File: src/logic/cag_defs.vh
`ifndef CAG_DEFS_VH
`define CAG_DEFS_VH

// Request kinds (one-hot not needed; plain code on req_mode)
`define CAG_M_ABS 4'h0
`define CAG_M_TABLE 4'h1
`define CAG_M_REGJMP 4'h2
`define CAG_M_REL 4'h3
`define CAG_M_DIRECT 4'h4
`define CAG_M_SHORT 4'h5
`define CAG_M_SFR 4'h6
`define CAG_M_REG 4'h7
`define CAG_M_INDIR 4'h8
`define CAG_M_BASED 4'h9
`define CAG_M_PUSH 4'hA
`define CAG_M_POP 4'hB

// Table call area
`define CAG_TABLE_BASE 16'h0040
`define CAG_TABLE_LAST 16'h007F
`define CAG_SLOT_LSB 1
`define CAG_SLOT_MSB 5

// Short direct window and SFR space
`define CAG_SHORT_LOW 16'hFE20
`define CAG_SHORT_HIGH 16'hFF1F
`define CAG_RAM_LAST 16'hFEFF
`define CAG_SFR_BASE 16'hFF00
`define CAG_SFR_LAST 16'hFFFF
`define CAG_SHORT_SPLIT 8'h20
`define CAG_UPPER_ONES 7'h7F

// Pair select codes
`define CAG_PAIR_ACC 2'h0
`define CAG_PAIR_CNT 2'h1
`define CAG_PAIR_IDX 2'h2
`define CAG_PAIR_BASE 2'h3

`define CAG_SP_RESET 16'hFF00

`endif

File: src/logic/cag_addr_gen.v
`timescale 1ns/100ps
`include "cag_defs.vh"

// Overview of operation
// - Absolute call/jump loads 16-bit target
// - Table call slot from instruction bits 1-5
// - Table sits at 40H-7FH; fetched entry
// - Register jump loads accumulator pair
// - Direct mode uses 16-bit operand unchanged
// - Short direct maps into FE20H-FF1FH
// - Bit 8 set for 00H-1FH, cleared otherwise
// - RAM FE20H-FEFFH, SFRs FF00H-FF1FH
// - SFR mode addresses FF00H-FFFFH
// - Register mode: eight bytes or four pairs
// - Indirect uses index or base pair
// - Based adds zero-extended offset, carry dropped
// - Stack accesses go through stack pointer
// - Relative jump adds signed displacement
module cag_addr_gen #(
    parameter AW = 16
) (
    input wire clk_sys,
    input wire reset_n,
    input wire req_valid,
    input wire [3:0] req_mode,
    input wire [15:0] full_address_operand,
    input wire [7:0] opcode,
    input wire [7:0] byte_operand,
    input wire [7:0] jump_displacement,
    input wire [15:0] next_pc,
    input wire [1:0] pair_select_field,
    input wire [2:0] reg_code,
    input wire [15:0] accumulator_pair,
    input wire [15:0] counter_pair,
    input wire [15:0] index_pair,
    input wire [15:0] base_pair,
    input wire table_data_valid,
    input wire [15:0] table_data,
    output reg pc_load_q,
    output reg [AW-1:0] pc_target_q,
    output reg mem_valid_q,
    output reg [AW-1:0] mem_addr_q,
    output reg mem_is_table_q,
    output reg mem_in_ram_q,
    output reg mem_in_sfr_q,
    output reg stack_fault_q,
    output reg reg_valid_q,
    output reg reg_is_pair_q,
    output reg [2:0] reg_index_q,
    output reg busy_q,
    output reg [AW-1:0] sp_q
);

    localparam ST_IDLE = 2'b01;
    localparam ST_TABLE = 2'b10;

    reg [1:0] state_q;
    reg [1:0] state_d;

    function [15:0] pair_value;
        input [1:0] sel;
        input [15:0] a;
        input [15:0] c;
        input [15:0] d;
        input [15:0] h;
        begin
            if (sel == `CAG_PAIR_ACC) begin
                pair_value = a;
            end else if (sel == `CAG_PAIR_CNT) begin
                pair_value = c;
            end else if (sel == `CAG_PAIR_IDX) begin
                pair_value = d;
            end else begin
                pair_value = h;
            end
        end
    endfunction

    function in_ram;
        input [15:0] a;
        begin
            in_ram = (a >= `CAG_SHORT_LOW) && (a <= `CAG_RAM_LAST);
        end
    endfunction

    wire [15:0] short_addr = {`CAG_UPPER_ONES, (byte_operand < `CAG_SHORT_SPLIT), byte_operand};
    wire [15:0] sfr_addr = `CAG_SFR_BASE | {8'h00, byte_operand};
    wire [15:0] based_addr = base_pair + {8'h00, byte_operand};
    wire [15:0] rel_addr = next_pc + {{8{jump_displacement[7]}}, jump_displacement};
    wire [4:0] slot = opcode[`CAG_SLOT_MSB:`CAG_SLOT_LSB];
    wire [15:0] table_addr = `CAG_TABLE_BASE | {10'h000, slot, 1'b0};
    wire [1:0] indir_sel = pair_select_field[0] ? `CAG_PAIR_BASE : `CAG_PAIR_IDX;
    wire [15:0] sp_dec = sp_q - 16'h0001;
    wire [15:0] sp_inc = sp_q + 16'h0001;

    function [15:0] mem_addr_d_peek;
        input [3:0] m;
        begin
            if (m == `CAG_M_DIRECT) begin
                mem_addr_d_peek = full_address_operand;
            end else if (m == `CAG_M_SHORT) begin
                mem_addr_d_peek = short_addr;
            end else if (m == `CAG_M_SFR) begin
                mem_addr_d_peek = sfr_addr;
            end else if (m == `CAG_M_INDIR) begin
                mem_addr_d_peek = pair_value(indir_sel, accumulator_pair, counter_pair, index_pair, base_pair);
            end else if (m == `CAG_M_BASED) begin
                mem_addr_d_peek = based_addr;
            end else if (m == `CAG_M_PUSH) begin
                mem_addr_d_peek = sp_dec;
            end else if (m == `CAG_M_POP) begin
                mem_addr_d_peek = sp_q;
            end else begin
                mem_addr_d_peek = table_addr;
            end
        end
    endfunction

    always @* begin
        state_d = state_q;
        case (state_q)
            ST_IDLE: begin
                if (req_valid && req_mode == `CAG_M_TABLE) begin
                    state_d = ST_TABLE;
                end
            end
            ST_TABLE: begin
                if (table_data_valid) begin
                    state_d = ST_IDLE;
                end
            end
            default: begin
                state_d = ST_IDLE;
            end
        endcase
    end

    always @(posedge clk_sys or negedge reset_n) begin
        if (!reset_n) begin
            state_q <= ST_IDLE;
            pc_load_q <= 1'b0;
            pc_target_q <= 16'h0000;
            mem_valid_q <= 1'b0;
            mem_addr_q <= 16'h0000;
            mem_is_table_q <= 1'b0;
            mem_in_ram_q <= 1'b0;
            mem_in_sfr_q <= 1'b0;
            stack_fault_q <= 1'b0;
            reg_valid_q <= 1'b0;
            reg_is_pair_q <= 1'b0;
            reg_index_q <= 3'h0;
            busy_q <= 1'b0;
            sp_q <= `CAG_SP_RESET;
        end else begin
            state_q <= state_d;
            busy_q <= (state_d == ST_TABLE);
            pc_load_q <= 1'b0;
            mem_valid_q <= 1'b0;
            mem_is_table_q <= 1'b0;
            reg_valid_q <= 1'b0;
            stack_fault_q <= 1'b0;
            if (state_q == ST_TABLE) begin
                if (table_data_valid) begin
                    pc_load_q <= 1'b1;
                    pc_target_q <= table_data;
                end
            end else if (req_valid) begin
                case (req_mode)
                    `CAG_M_ABS: begin
                        pc_load_q <= 1'b1;
                        pc_target_q <= full_address_operand;
                    end
                    `CAG_M_TABLE: begin
                        mem_valid_q <= 1'b1;
                        mem_is_table_q <= 1'b1;
                        mem_addr_q <= table_addr;
                    end
                    `CAG_M_REGJMP: begin
                        pc_load_q <= 1'b1;
                        pc_target_q <= accumulator_pair;
                    end
                    `CAG_M_REL: begin
                        pc_load_q <= 1'b1;
                        pc_target_q <= rel_addr;
                    end
                    `CAG_M_DIRECT: begin
                        mem_valid_q <= 1'b1;
                        mem_addr_q <= full_address_operand;
                    end
                    `CAG_M_SHORT: begin
                        mem_valid_q <= 1'b1;
                        mem_addr_q <= short_addr;
                    end
                    `CAG_M_SFR: begin
                        mem_valid_q <= 1'b1;
                        mem_addr_q <= sfr_addr;
                    end
                    `CAG_M_REG: begin
                        reg_valid_q <= 1'b1;
                        reg_is_pair_q <= opcode[0];
                        reg_index_q <= opcode[0] ? {1'b0, pair_select_field} : reg_code;
                    end
                    `CAG_M_INDIR: begin
                        mem_valid_q <= 1'b1;
                        mem_addr_q <= pair_value(indir_sel, accumulator_pair, counter_pair,
                            index_pair, base_pair);
                    end
                    `CAG_M_BASED: begin
                        mem_valid_q <= 1'b1;
                        mem_addr_q <= based_addr;
                    end
                    `CAG_M_PUSH: begin
                        mem_valid_q <= 1'b1;
                        mem_addr_q <= sp_dec;
                        sp_q <= sp_dec;
                        stack_fault_q <= !in_ram(sp_dec);
                    end
                    `CAG_M_POP: begin
                        mem_valid_q <= 1'b1;
                        mem_addr_q <= sp_q;
                        sp_q <= sp_inc;
                        stack_fault_q <= !in_ram(sp_q);
                    end
                    default: begin
                        pc_load_q <= 1'b0;
                    end
                endcase
            end
            if (req_valid && state_q == ST_IDLE) begin
                mem_in_ram_q <= in_ram(mem_addr_d_peek(req_mode));
                mem_in_sfr_q <= mem_addr_d_peek(req_mode) >= `CAG_SFR_BASE;
            end
        end
    end

endmodule // cag_addr_gen

File: config.mk
export PLATFORM = sky130hd
export DESIGN_NAME = cag_addr_gen
export DESIGN_NICKNAME = d
export VERILOG_FILES = /design/src/logic/cag_addr_gen.v
export VERILOG_INCLUDE_DIRS = /design/src /design/src/logic
export SDC_FILE = /design/constraint.sdc
export NUM_CORES = 1
export LEC_CHECK = 0
export ABC_AREA = 1
export BUFFER_PORTS_ARGS = -buffer_cell sky130_fd_sc_hd__buf_4
export CAP_MARGIN = 0
export CORE_MARGIN = 2
export CORE_UTILIZATION = 37
export DETAILED_ROUTE_END_ITERATION = 7
export SYNTH_ARGS = -nofsm -noshare
export SYNTH_HDL_FRONTEND = slang
export SYNTH_SLANG_ARGS = --single-unit
File: constraint.sdc
create_clock -name clk_sys -period 2 [get_ports clk_sys]
set_clock_uncertainty 0.15 [all_clocks]
set_input_delay 0 -clock clk_sys [delete_from_list [all_inputs] [get_ports clk_sys]]
set_output_delay 0 -clock clk_sys [all_outputs]
set_load 0.05 [all_outputs]
==> results.json, run 1 <==
{
  "status": "finished, violations left",
  "violations": "negative setup slack",
  "path_clk_slew_ps": 60,
  "clockBufferDepth": 2,
  "synth.distinct_cells": 54,
  "ys_async_sr_fraction_pct": 100,
  "drv_slew": 0,
  "yosys-top-cells-area": "dfrtp_1, nand2_1, ha_1, inv_1, a21oi_1",
  "comb_power_share_pct": 54.9,
  "maxSlewHeadroom_pct": 64.1,
  "yosysSeqAreaShare_pct": 26.5,
  "pin_count": 209,
  "yosysWarnings": 0,
  "fmax_mhz": 488,
  "timing.final.hold_violations": 0,
  "clock_latency_ps": 340,
  "cp.required_ps": 2090,
  "power_frac_seq_pct": 23.8,
  "power_density_mw_per_mm2": 860,
  "rsz0062_at_grt": "yes",
  "dieWidth_um": 130,
  "internal_power_mw": 4.35,
  "min_path_type": "in -> reg",
  "grt_pass1_vias": 7143,
  "p_leak_nw": 4.80,
  "drive_gt1_share_pct": 33.5,
  "antenna_found_initial": 0,
  "drc": 0,
  "drt_iter0_markers": 622,
  "via_per_inst": 5.15,
  "grt_usage_pct": 29.3,
  "grt-ovfl-total": 0,
  "n_fill_cell": 1533,
  "dp_hpwl_mm": 19.3,
  "wirelength_mm": 25.3,
  "ys_ff_latch": 62,
  "core_mm2": 0.0157,
  "synth.top_cell.area_share_pct": 22.5,
  "start_util_pct": 37.5,
  "syn_area_mm2": 0.00589,
  "area_growth_pct": 60.0,
  "postLayoutCoreUtil_pct": 60.0,
  "clock_sinks": 62,
  "p_sw_mw": 3.75,
  "std_cell_rows": 46,
  "worst_pin_slew_ps": 539,
  "ir_worst_vdd_uv": 683,
  "grt_max_degree": 39,
  "netlist_top_cells_count": "nand2_1, inv_1, nor2_1",
  "grt_pass1_wl_mm": 37.8,
  "swShare_pct": 46.3,
  "vias": 7632,
  "synth_nets": 1112,
  "cp_max_fo": 4,
  "clkPwrFrac_pct": 21.3,
  "die_h_um": 130,
  "firstDrtPassIters": 5,
  "post-route-period-util_pct": 103,
  "tritoncts": "yes",
  "io_buffers": 190,
  "worstSetupPathType": "reg -> reg",
  "ant_nets": 0,
  "setup_ws_ps": -50.9,
  "synth_edf_count": 0,
  "tns_ps": -112,
  "htreeDepth": 3,
  "yosys.area.top_type": "dfrtp_1",
  "root_buffer": "clkbuf_16",
  "wire_per_inst_um": 17.1,
  "nets": 1439,
  "gp_congestion": 1.00,
  "yosys.cell_count.top_type": "nand2_1",
  "cts_buffers": 9,
  "critPathCaptureType": "flip-flop",
  "n_antenna_cell": 0,
  "critPathLaunchType": "flip-flop",
  "syn_avg_cell_area_um2": 6.31,
  "synth-main-ff-cell": "dfrtp_1",
  "setup_viol": 4,
  "netlist_instances": 933,
  "cp.arrival_ps": 2140,
  "drv_cap": 0,
  "fin_crit_ps": 2050,
  "die_area_mm2": 0.0169
}
==> final timing paths <==
| check | from | end | slack, ps | cells past startpoint |
|---|---|---|---|---|
| setup / recovery | sp_q[1] | stack_fault_q | -50 | 11 |
| hold / removal | byte_operand[3] | mem_addr_q[3] | 20 | 5 |
| setup reg to reg | sp_q[1] | stack_fault_q | -50 | 11 |
| hold reg to reg | mem_addr_q[6] | mem_addr_q[6] | 330 | 1 |
| max in group asynchronous | reset_n | pc_target_q[14] | 1050 | 3 |
| min in group asynchronous | reset_n | state_q[1] | 30 | 2 |
==> registers in the layout, indices dropped and copies added, names as in the netlist <==
| register | count |
|---|---|
| state_q | 2 |
| reg_index_q | 3 |
| pc_load_q | 1 |
| mem_in_sfr_q | 1 |
| mem_valid_q | 1 |
| mem_in_ram_q | 1 |
| sp_q | 16 |
| pc_target_q | 16 |
| mem_addr_q | 16 |
| stack_fault_q | 1 |
| mem_is_table_q | 1 |
| busy_q | 1 |
| reg_is_pair_q | 1 |
| reg_valid_q | 1 |
==> logic make-up after synthesis <==
logic type	Yosys count	share of synthesized area [%]
AOI/OAI and AO/OA	176	17.7
xor gates and xnor gates	11	1.64
adders and majority gates	30	6.63
buffers and inverters	125	8.40
DFF	62	26.5
and+or+nand+nor	529	39.1
==> placed cells by master (no fill, tap or decap), types with 6 or more instances in the layout <==
master / netlist / layout
nor2_1: 81 / 73
a21oi_1: 64 / 58
dfrtp_1: 53 / 47
o21ai_0: 47 / 45
nand2_1: 314 / 286
nor3_1: 14 / 10
a21oi_2: 3 / 9
ha_1: 28 / 25
clkbuf_16: 0 / 9
nand3_2: 1 / 6
nand2_2: 2 / 29
buf_4: 1 / 276
a221oi_1: 9 / 8
inv_2: 7 / 13
a22oi_1: 10 / 8
nand3_1: 63 / 57
nor2_4: 3 / 10
dlygate4sd3_1: 0 / 60
xor2_1: 10 / 9
nand3b_1: 7 / 7
nor2_2: 12 / 13
dfstp_2: 9 / 9
inv_1: 92 / 85
dfrtp_2: 0 / 6
nand4_1: 14 / 14
==> metrics by stage <==
| step | instances | power (mW) | hold WS, ps | cell area, um^2 | setup slack, ps |
|---|---|---|---|---|---|
| floorplan | 933 | 4.37 | -446 | 5910 | -3.52 |
| global placement | 1393 | 5.89 | -131 | 8090 | -182 |
| CTS | 1471 | 7.86 | 0.791 | 9130 | 1.14 |
| finish | 1481 | 8.10 | 15.8 | 9420 | -50.9 |
| detailed placement | 1393 | 5.90 | -128 | 8090 | -212 |
| global route | 1481 | 8.55 | 33.4 | 9420 | -140 |
==> critical path, stage by stage, from the launching register on <==
cell and delay, ps:
dfrtp_2 410, inv_2 80, ha_4 170, nand3_4 100, nor2_4 170, nand4_1 190, nand2_2 150, buf_4 110
nand4_1 90, nand3b_1 180, nand2_1 90, a21oi_2 50
==> power groups by stage <==
stage / combinational [mW] / sequential, mW / clock [mW]
finish: 4.45 / 1.92 / 1.73
detailed placement: 4.00 / 1.90 / 0
floorplan: 1.42 / 2.94 / 0
global placement: 3.98 / 1.91 / 0
CTS: 4.20 / 1.91 / 1.76
global route: 4.78 / 1.97 / 1.80
==> metal layers <==
metal	routed length, um	GRT usage [%]	vias to the layer above
met2	11800	48.0	317
li1	-	-	3753
met1	11000	38.8	3512
met5	0	0	-
met3	1820	5.74	50
met4	688	9.74	0
==> area by class of cell <==
type	instances	area, um^2	area share [%]
timing repair buffer	341	2730	29.0
tap	216	270	2.87
clock inverter	6	86.3	0.916
sequential	62	1570	16.7
clock buffer	10	229	2.43
inverter	100	378	4.01
multi-input combinational	746	4160	44.1
==> timing repair <==
| action | 4_1_cts | 5_1_grt |
|---|---|---|
| resized for setup | 26 | 60 |
| buffers inserted | 2 | 9 |
| gates cloned | 0 | 1 |
| pin swaps | 8 | 24 |
| endpoints found under the hold margin | 95 | 0 |
| hold buffers | 60 | 0 |
| setup endpoints to repair | 11 | 38 |
Power figures use the tool's default switching activity.
==> run 2, diff against run 1 <==
==> constraint.sdc (replaced) <==
create_clock -name clk_sys -period 2 [get_ports clk_sys]
set_clock_uncertainty 0.15 [all_clocks]
set_input_delay 0.4 -clock clk_sys [delete_from_list [all_inputs] [get_ports clk_sys]]
set_output_delay 0.4 -clock clk_sys [all_outputs]
set_load 0.05 [all_outputs]
==> results.json, run 2 (synthesis results as in run 1) <==
{
  "tritoncts": "yes",
  "internal_power_mw": 4.44,
  "rsz0062_at_grt": "yes",
  "worstSetupPathType": "in -> reg",
  "fmax_mhz": 484,
  "timing.final.hold_violations": 0,
  "path_clk_slew_ps": 60,
  "pin_count": 209,
  "dp_hpwl_mm": 19.8,
  "top_regs": "mem_addr_q x16, pc_target_q x16, sp_q x16",
  "setup_viol": 7,
  "power.total_mw": 8.35,
  "violations": "negative setup slack",
  "die_area_mm2": 0.0169,
  "maxSlewHeadroom_pct": 71.1,
  "nets": 1465,
  "drv_cap": 0,
  "setup_ws_ps": -64.3,
  "cp_max_fo": 4,
  "drt_iter0_markers": 567,
  "ant_nets": 0,
  "core_mm2": 0.0157,
  "start_util_pct": 37.5,
  "die_h_um": 130,
  "via_per_inst": 5.12,
  "min_path_type": "in -> reg",
  "drive_gt1_share_pct": 43.1,
  "cp.arrival_ps": 2140,
  "antenna_found_initial": 0,
  "drc": 0,
  "r2r_setup_slack_ps": -60,
  "std_cell_rows": 46,
  "dieWidth_um": 130,
  "n_fill_cell": 1481,
  "drv_slew": 0,
  "power_density_mw_per_mm2": 849,
  "grt-ovfl-total": 0,
  "comb_power_share_pct": 57.7,
  "wire_per_inst_um": 16.6,
  "final_cell_mix": "buf_4, nand2_1, inv_1",
  "io_buffers": 190,
  "gp_congestion": 0.953,
  "firstDrtPassIters": 5,
  "power_frac_seq_pct": 22.8,
  "post-route-period-util_pct": 103,
  "grt_pass1_wl_mm": 37.1,
  "clock_sinks": 62,
  "n_antenna_cell": 0,
  "root_buffer": "clkbuf_16",
  "grt_pass1_vias": 7162,
  "post-place-ws_ps": -508,
  "grt_max_degree": 32,
  "area_growth_pct": 67.1,
  "wirelength_mm": 25.1,
  "cts_buffers": 9,
  "cp.required_ps": 2080,
  "status": "finished, violations left",
  "clock_latency_ps": 350,
  "critPathCaptureType": "flip-flop",
  "htreeDepth": 3,
  "clockBufferDepth": 2,
  "p_sw_mw": 3.90,
  "mostFrequentLayoutCell": "buf_4",
  "fin_crit_ps": 2060,
  "swShare_pct": 46.8,
  "worst_pin_slew_ps": 434,
  "critPathLaunchType": "input port",
  "grt_usage_pct": 28.6,
  "ir_worst_vdd_uv": 1060,
  "p_leak_nw": 5.01,
  "vias": 7717,
  "clkPwrFrac_pct": 19.5,
  "postLayoutCoreUtil_pct": 62.6
}
run 2: cell types whose count changed in the layout (fill, tap and decap cells not counted), sizes merged:
cell         delta
buf            +84
dlygate4sd3    -59
clkinvlp        +3
bufinv          -1
inv             -1
run 2: power groups by stage:
stage          Combinational [mW]  Sequential (mW)  Clock [mW]
6_report                     4.82             1.90        1.63
5_1_grt                      5.16             1.94        1.69
4_1_cts                      4.34             1.89        1.65
3_5_place_dp                 4.22             1.89           0
3_3_place_gp                 4.19             1.89           0
2_1_floorplan                1.44             2.94           0
run 2: per-layer routing:
layer / global-route usage [%] / vias up / part of all wire [%]
met5: 0 / - / 0
met4: 11.8 / 0 / 3.2
met3: 3.85 / 52 / 5.9
met2: 47.2 / 302 / 47
met1: 37.7 / 3557 / 44
li1: - / 3806 / -
run 2: final timing paths:
check,from,to,cells past startpoint
max reg2reg,sp_q[1],mem_in_ram_q,14
min in group asynchronous,reset_n,mem_in_ram_q,2
max,next_pc[0],pc_target_q[12],17
min reg2reg,mem_addr_q[15],mem_addr_q[15],2
min,reg_code[2],reg_index_q[2],2
max in group asynchronous,reset_n,state_q[0],3
run 2: worst max-delay path: stages:
cell and delay, ps:
buf_6 100, ha_4 150, fa_2 370, nand2_2 80, nand2_2 60, a21oi_4 180, nor2_4 60, nor2_4 140
inv_2 80, nand2_2 80, nand2_4 60, nand2_2 70, nand3b_1 80, nand3_1 80, nand2_1 50, nand2_1 60
nand2_1 50
run 2: layout make-up:
cell class | instances | area [um^2] | area share [%]
timing repair buffer | 367 | 2900 | 29.4
inverter | 100 | 390 | 3.97
tap | 216 | 270 | 2.75
clock inverter | 7 | 72.6 | 0.738
sequential | 62 | 1570 | 16.0
clock buffer | 9 | 225 | 2.29
multi-input combinational | 746 | 4410 | 44.8
run 2: metrics by stage:
stage	area [um^2]	TNS, ps	hold WS [ps]	cells
after floorplan	5970	-621	-45.6	933
final	9840	-274	134	1507
after detailed placement	8780	-8010	220	1467
after CTS	9220	-30.7	125	1484
after global routing	9840	-1960	139	1507
after global placement	8780	-7340	213	1467
run 2: what timing repair did:
action	CTS	global route
endpoints found under the hold margin	21	0
setup endpoints to repair	19	44
buffers inserted	0	21
hold buffers	1	0
gates cloned	0	2
pin swaps	18	62
gates resized for setup	36	112
==> run 3, diff against run 2 <==
--- a/config.mk
+++ b/config.mk
@@ -9,9 +9,12 @@
 export ABC_AREA = 1
 export BUFFER_PORTS_ARGS = -buffer_cell sky130_fd_sc_hd__buf_4
 export CAP_MARGIN = 0
+export CORE_ASPECT_RATIO = 0.9
 export CORE_MARGIN = 2
-export CORE_UTILIZATION = 37
+export CORE_UTILIZATION = 45
 export DETAILED_ROUTE_END_ITERATION = 7
+export MAX_ROUTING_LAYER = met4
+export PLACE_DENSITY = 0.76
 export SYNTH_ARGS = -nofsm -noshare
 export SYNTH_HDL_FRONTEND = slang
 export SYNTH_SLANG_ARGS = --single-unit
==> results.json, run 3 (synthesis results as in run 1) <==
{
  "status": "finished, violations left",
  "violations": "negative setup slack",
  "mostFrequentLayoutCell": "buf_4",
  "hold_ws_ps": 131,
  "cp.required_ps": 2100,
  "final_cell_mix": "buf_4, nand2_1, inv_1",
  "drv_slew": 0,
  "dieWidth_um": 125,
  "std_cell_rows": 39,
  "n_antenna_cell": 0,
  "drive_gt1_share_pct": 40.9,
  "cp_max_fo": 4,
  "grt-ovfl-total": 0,
  "crit_top_cell": "nand2_2",
  "area_growth_pct": 61.2,
  "ir_worst_vdd_uv": 1010,
  "drt_iter0_markers": 819,
  "wirelength_mm": 25.2,
  "timing.final.hold_violations": 0,
  "cp.arrival_ps": 2170,
  "core_mm2": 0.0127,
  "clockBufferDepth": 2,
  "grt_usage_pct": 35.0,
  "maxSlewHeadroom_pct": 71.7,
  "power.total_mw": 8.13,
  "dp_hpwl_mm": 19.2,
  "clock_sinks": 62,
  "grt_max_degree": 36,
  "nets": 1433,
  "critPathLaunchType": "input port",
  "cpPeakStageDelay_ps": 360,
  "critPathCaptureType": "flip-flop",
  "postLayoutCoreUtil_pct": 74.5,
  "power_density_mw_per_mm2": 856,
  "antenna_found_initial": 0,
  "p_leak_nw": 4.87,
  "drc": 0,
  "tritoncts": "yes",
  "path_clk_slew_ps": 60,
  "firstDrtPassIters": 5,
  "start_util_pct": 46.2,
  "fin_area_mm2": 0.00949,
  "gp_congestion": 0.998,
  "worst_pin_slew_ps": 424,
  "fin_crit_ps": 2070,
  "cts_buffers": 9,
  "setup_viol": 8,
  "post-route-period-util_pct": 104,
  "root_buffer": "clkbuf_16",
  "crit_chain": "buf_6 > ha_4 > fa_2 > nand2_2 > nand2_2 > a21oi_2 > nor2_1 > nor2_2 > inv_2 > nand2_2 > nand2_2 > nand2_2 > nand3b_1 > nand3_1 > nand2_1 > nand2_1 > nand2_1",
  "grt_pass1_wl_mm": 37.4,
  "setup_ws_ps": -71.9,
  "drv_cap": 0,
  "crit_path_top_delay_cell": "fa_2",
  "path_buf_inv": 2,
  "rsz0062_at_grt": "yes",
  "crit_family": "simple AND/OR/NAND/NOR gates",
  "wire_per_inst_um": 17.7,
  "clock_latency_ps": 350,
  "pin_count": 209,
  "worstSetupPathType": "in -> reg",
  "ant_nets": 0,
  "dpl_cell_area_mm2": 0.00846,
  "fin_cells": 1423,
  "place_inst": 1383,
  "vias": 7932,
  "min_path_type": "in -> reg",
  "via_per_inst": 5.57,
  "fmax_mhz": 483,
  "htreeDepth": 3,
  "grt_pass1_vias": 7246,
  "io_buffers": 190,
  "die_area_mm2": 0.0140,
  "top_regs": "mem_addr_q x16, pc_target_q x16, sp_q x16",
  "die_h_um": 113
}
==> run 3: changes by cell type in the layout (fill, tap and decap cells not counted), sizes merged <==
cell / previous run / this run
inv: 98 / 99
bufinv: 1 / 0
buf: 365 / 334
clkinv: 4 / 5
clkinvlp: 4 / 2
==> run 3: timing repair <==
action	CTS	global route
buffers inserted	3	19
hold endpoints to repair	19	0
resized for setup	27	125
gates cloned	0	1
hold buffers	1	0
pin swaps	12	55
endpoints found under the setup margin	19	46
==> run 3: where the power goes <==
| part | internal [mW] | switching [mW] |
|---|---|---|
| clock | 0.834 | 0.652 |
| sequential | 1.61 | 0.301 |
| combinational | 1.77 | 2.95 |
| total | 4.22 | 3.91 |
==> run 3: path summary, 6_finish.rpt <==
kind / slack, ps / endpoint / depth (start not counted) / startpoint
max: -70 / pc_target_q[12] / 17 / jump_displacement[0]
max reg2reg: -60 / mem_in_ram_q / 14 / sp_q[1]
max in group asynchronous: 720 / state_q[0] / 3 / reset_n
min in group asynchronous: 380 / mem_addr_q[7] / 2 / reset_n
min reg2reg: 330 / mem_addr_q[2] / 2 / mem_addr_q[2]
min: 130 / reg_index_q[2] / 2 / reg_code[2]
==> run 3: cell type report <==
type / count / area [um^2]
clock inverter: 6 / 38.8
sequential: 62 / 1570
clock buffer: 10 / 229
inverter: 100 / 380
timing repair buffer: 335 / 2660
fill: 1058 / 3250
tap: 164 / 205
multi-input combinational: 746 / 4400
==> run 3: layer usage <==
metal,global-route usage (%),vias to the layer above,share of wire (%)
met5,-,-,0
met4,12.4,0,3.3
met3,7.96,59,9.5
met2,52.8,432,45
met1,46.3,3699,42
li1,-,3742,-
==> run 3: per-stage QoR <==
step / worst slack [ps] / setup TNS [ps]
2_1_floorplan: -148 / -621
3_3_place_gp: -458 / -6820
3_5_place_dp: -496 / -7740
4_1_cts: -3.33 / -3.33
5_1_grt: -153 / -1670
6_report: -71.9 / -327
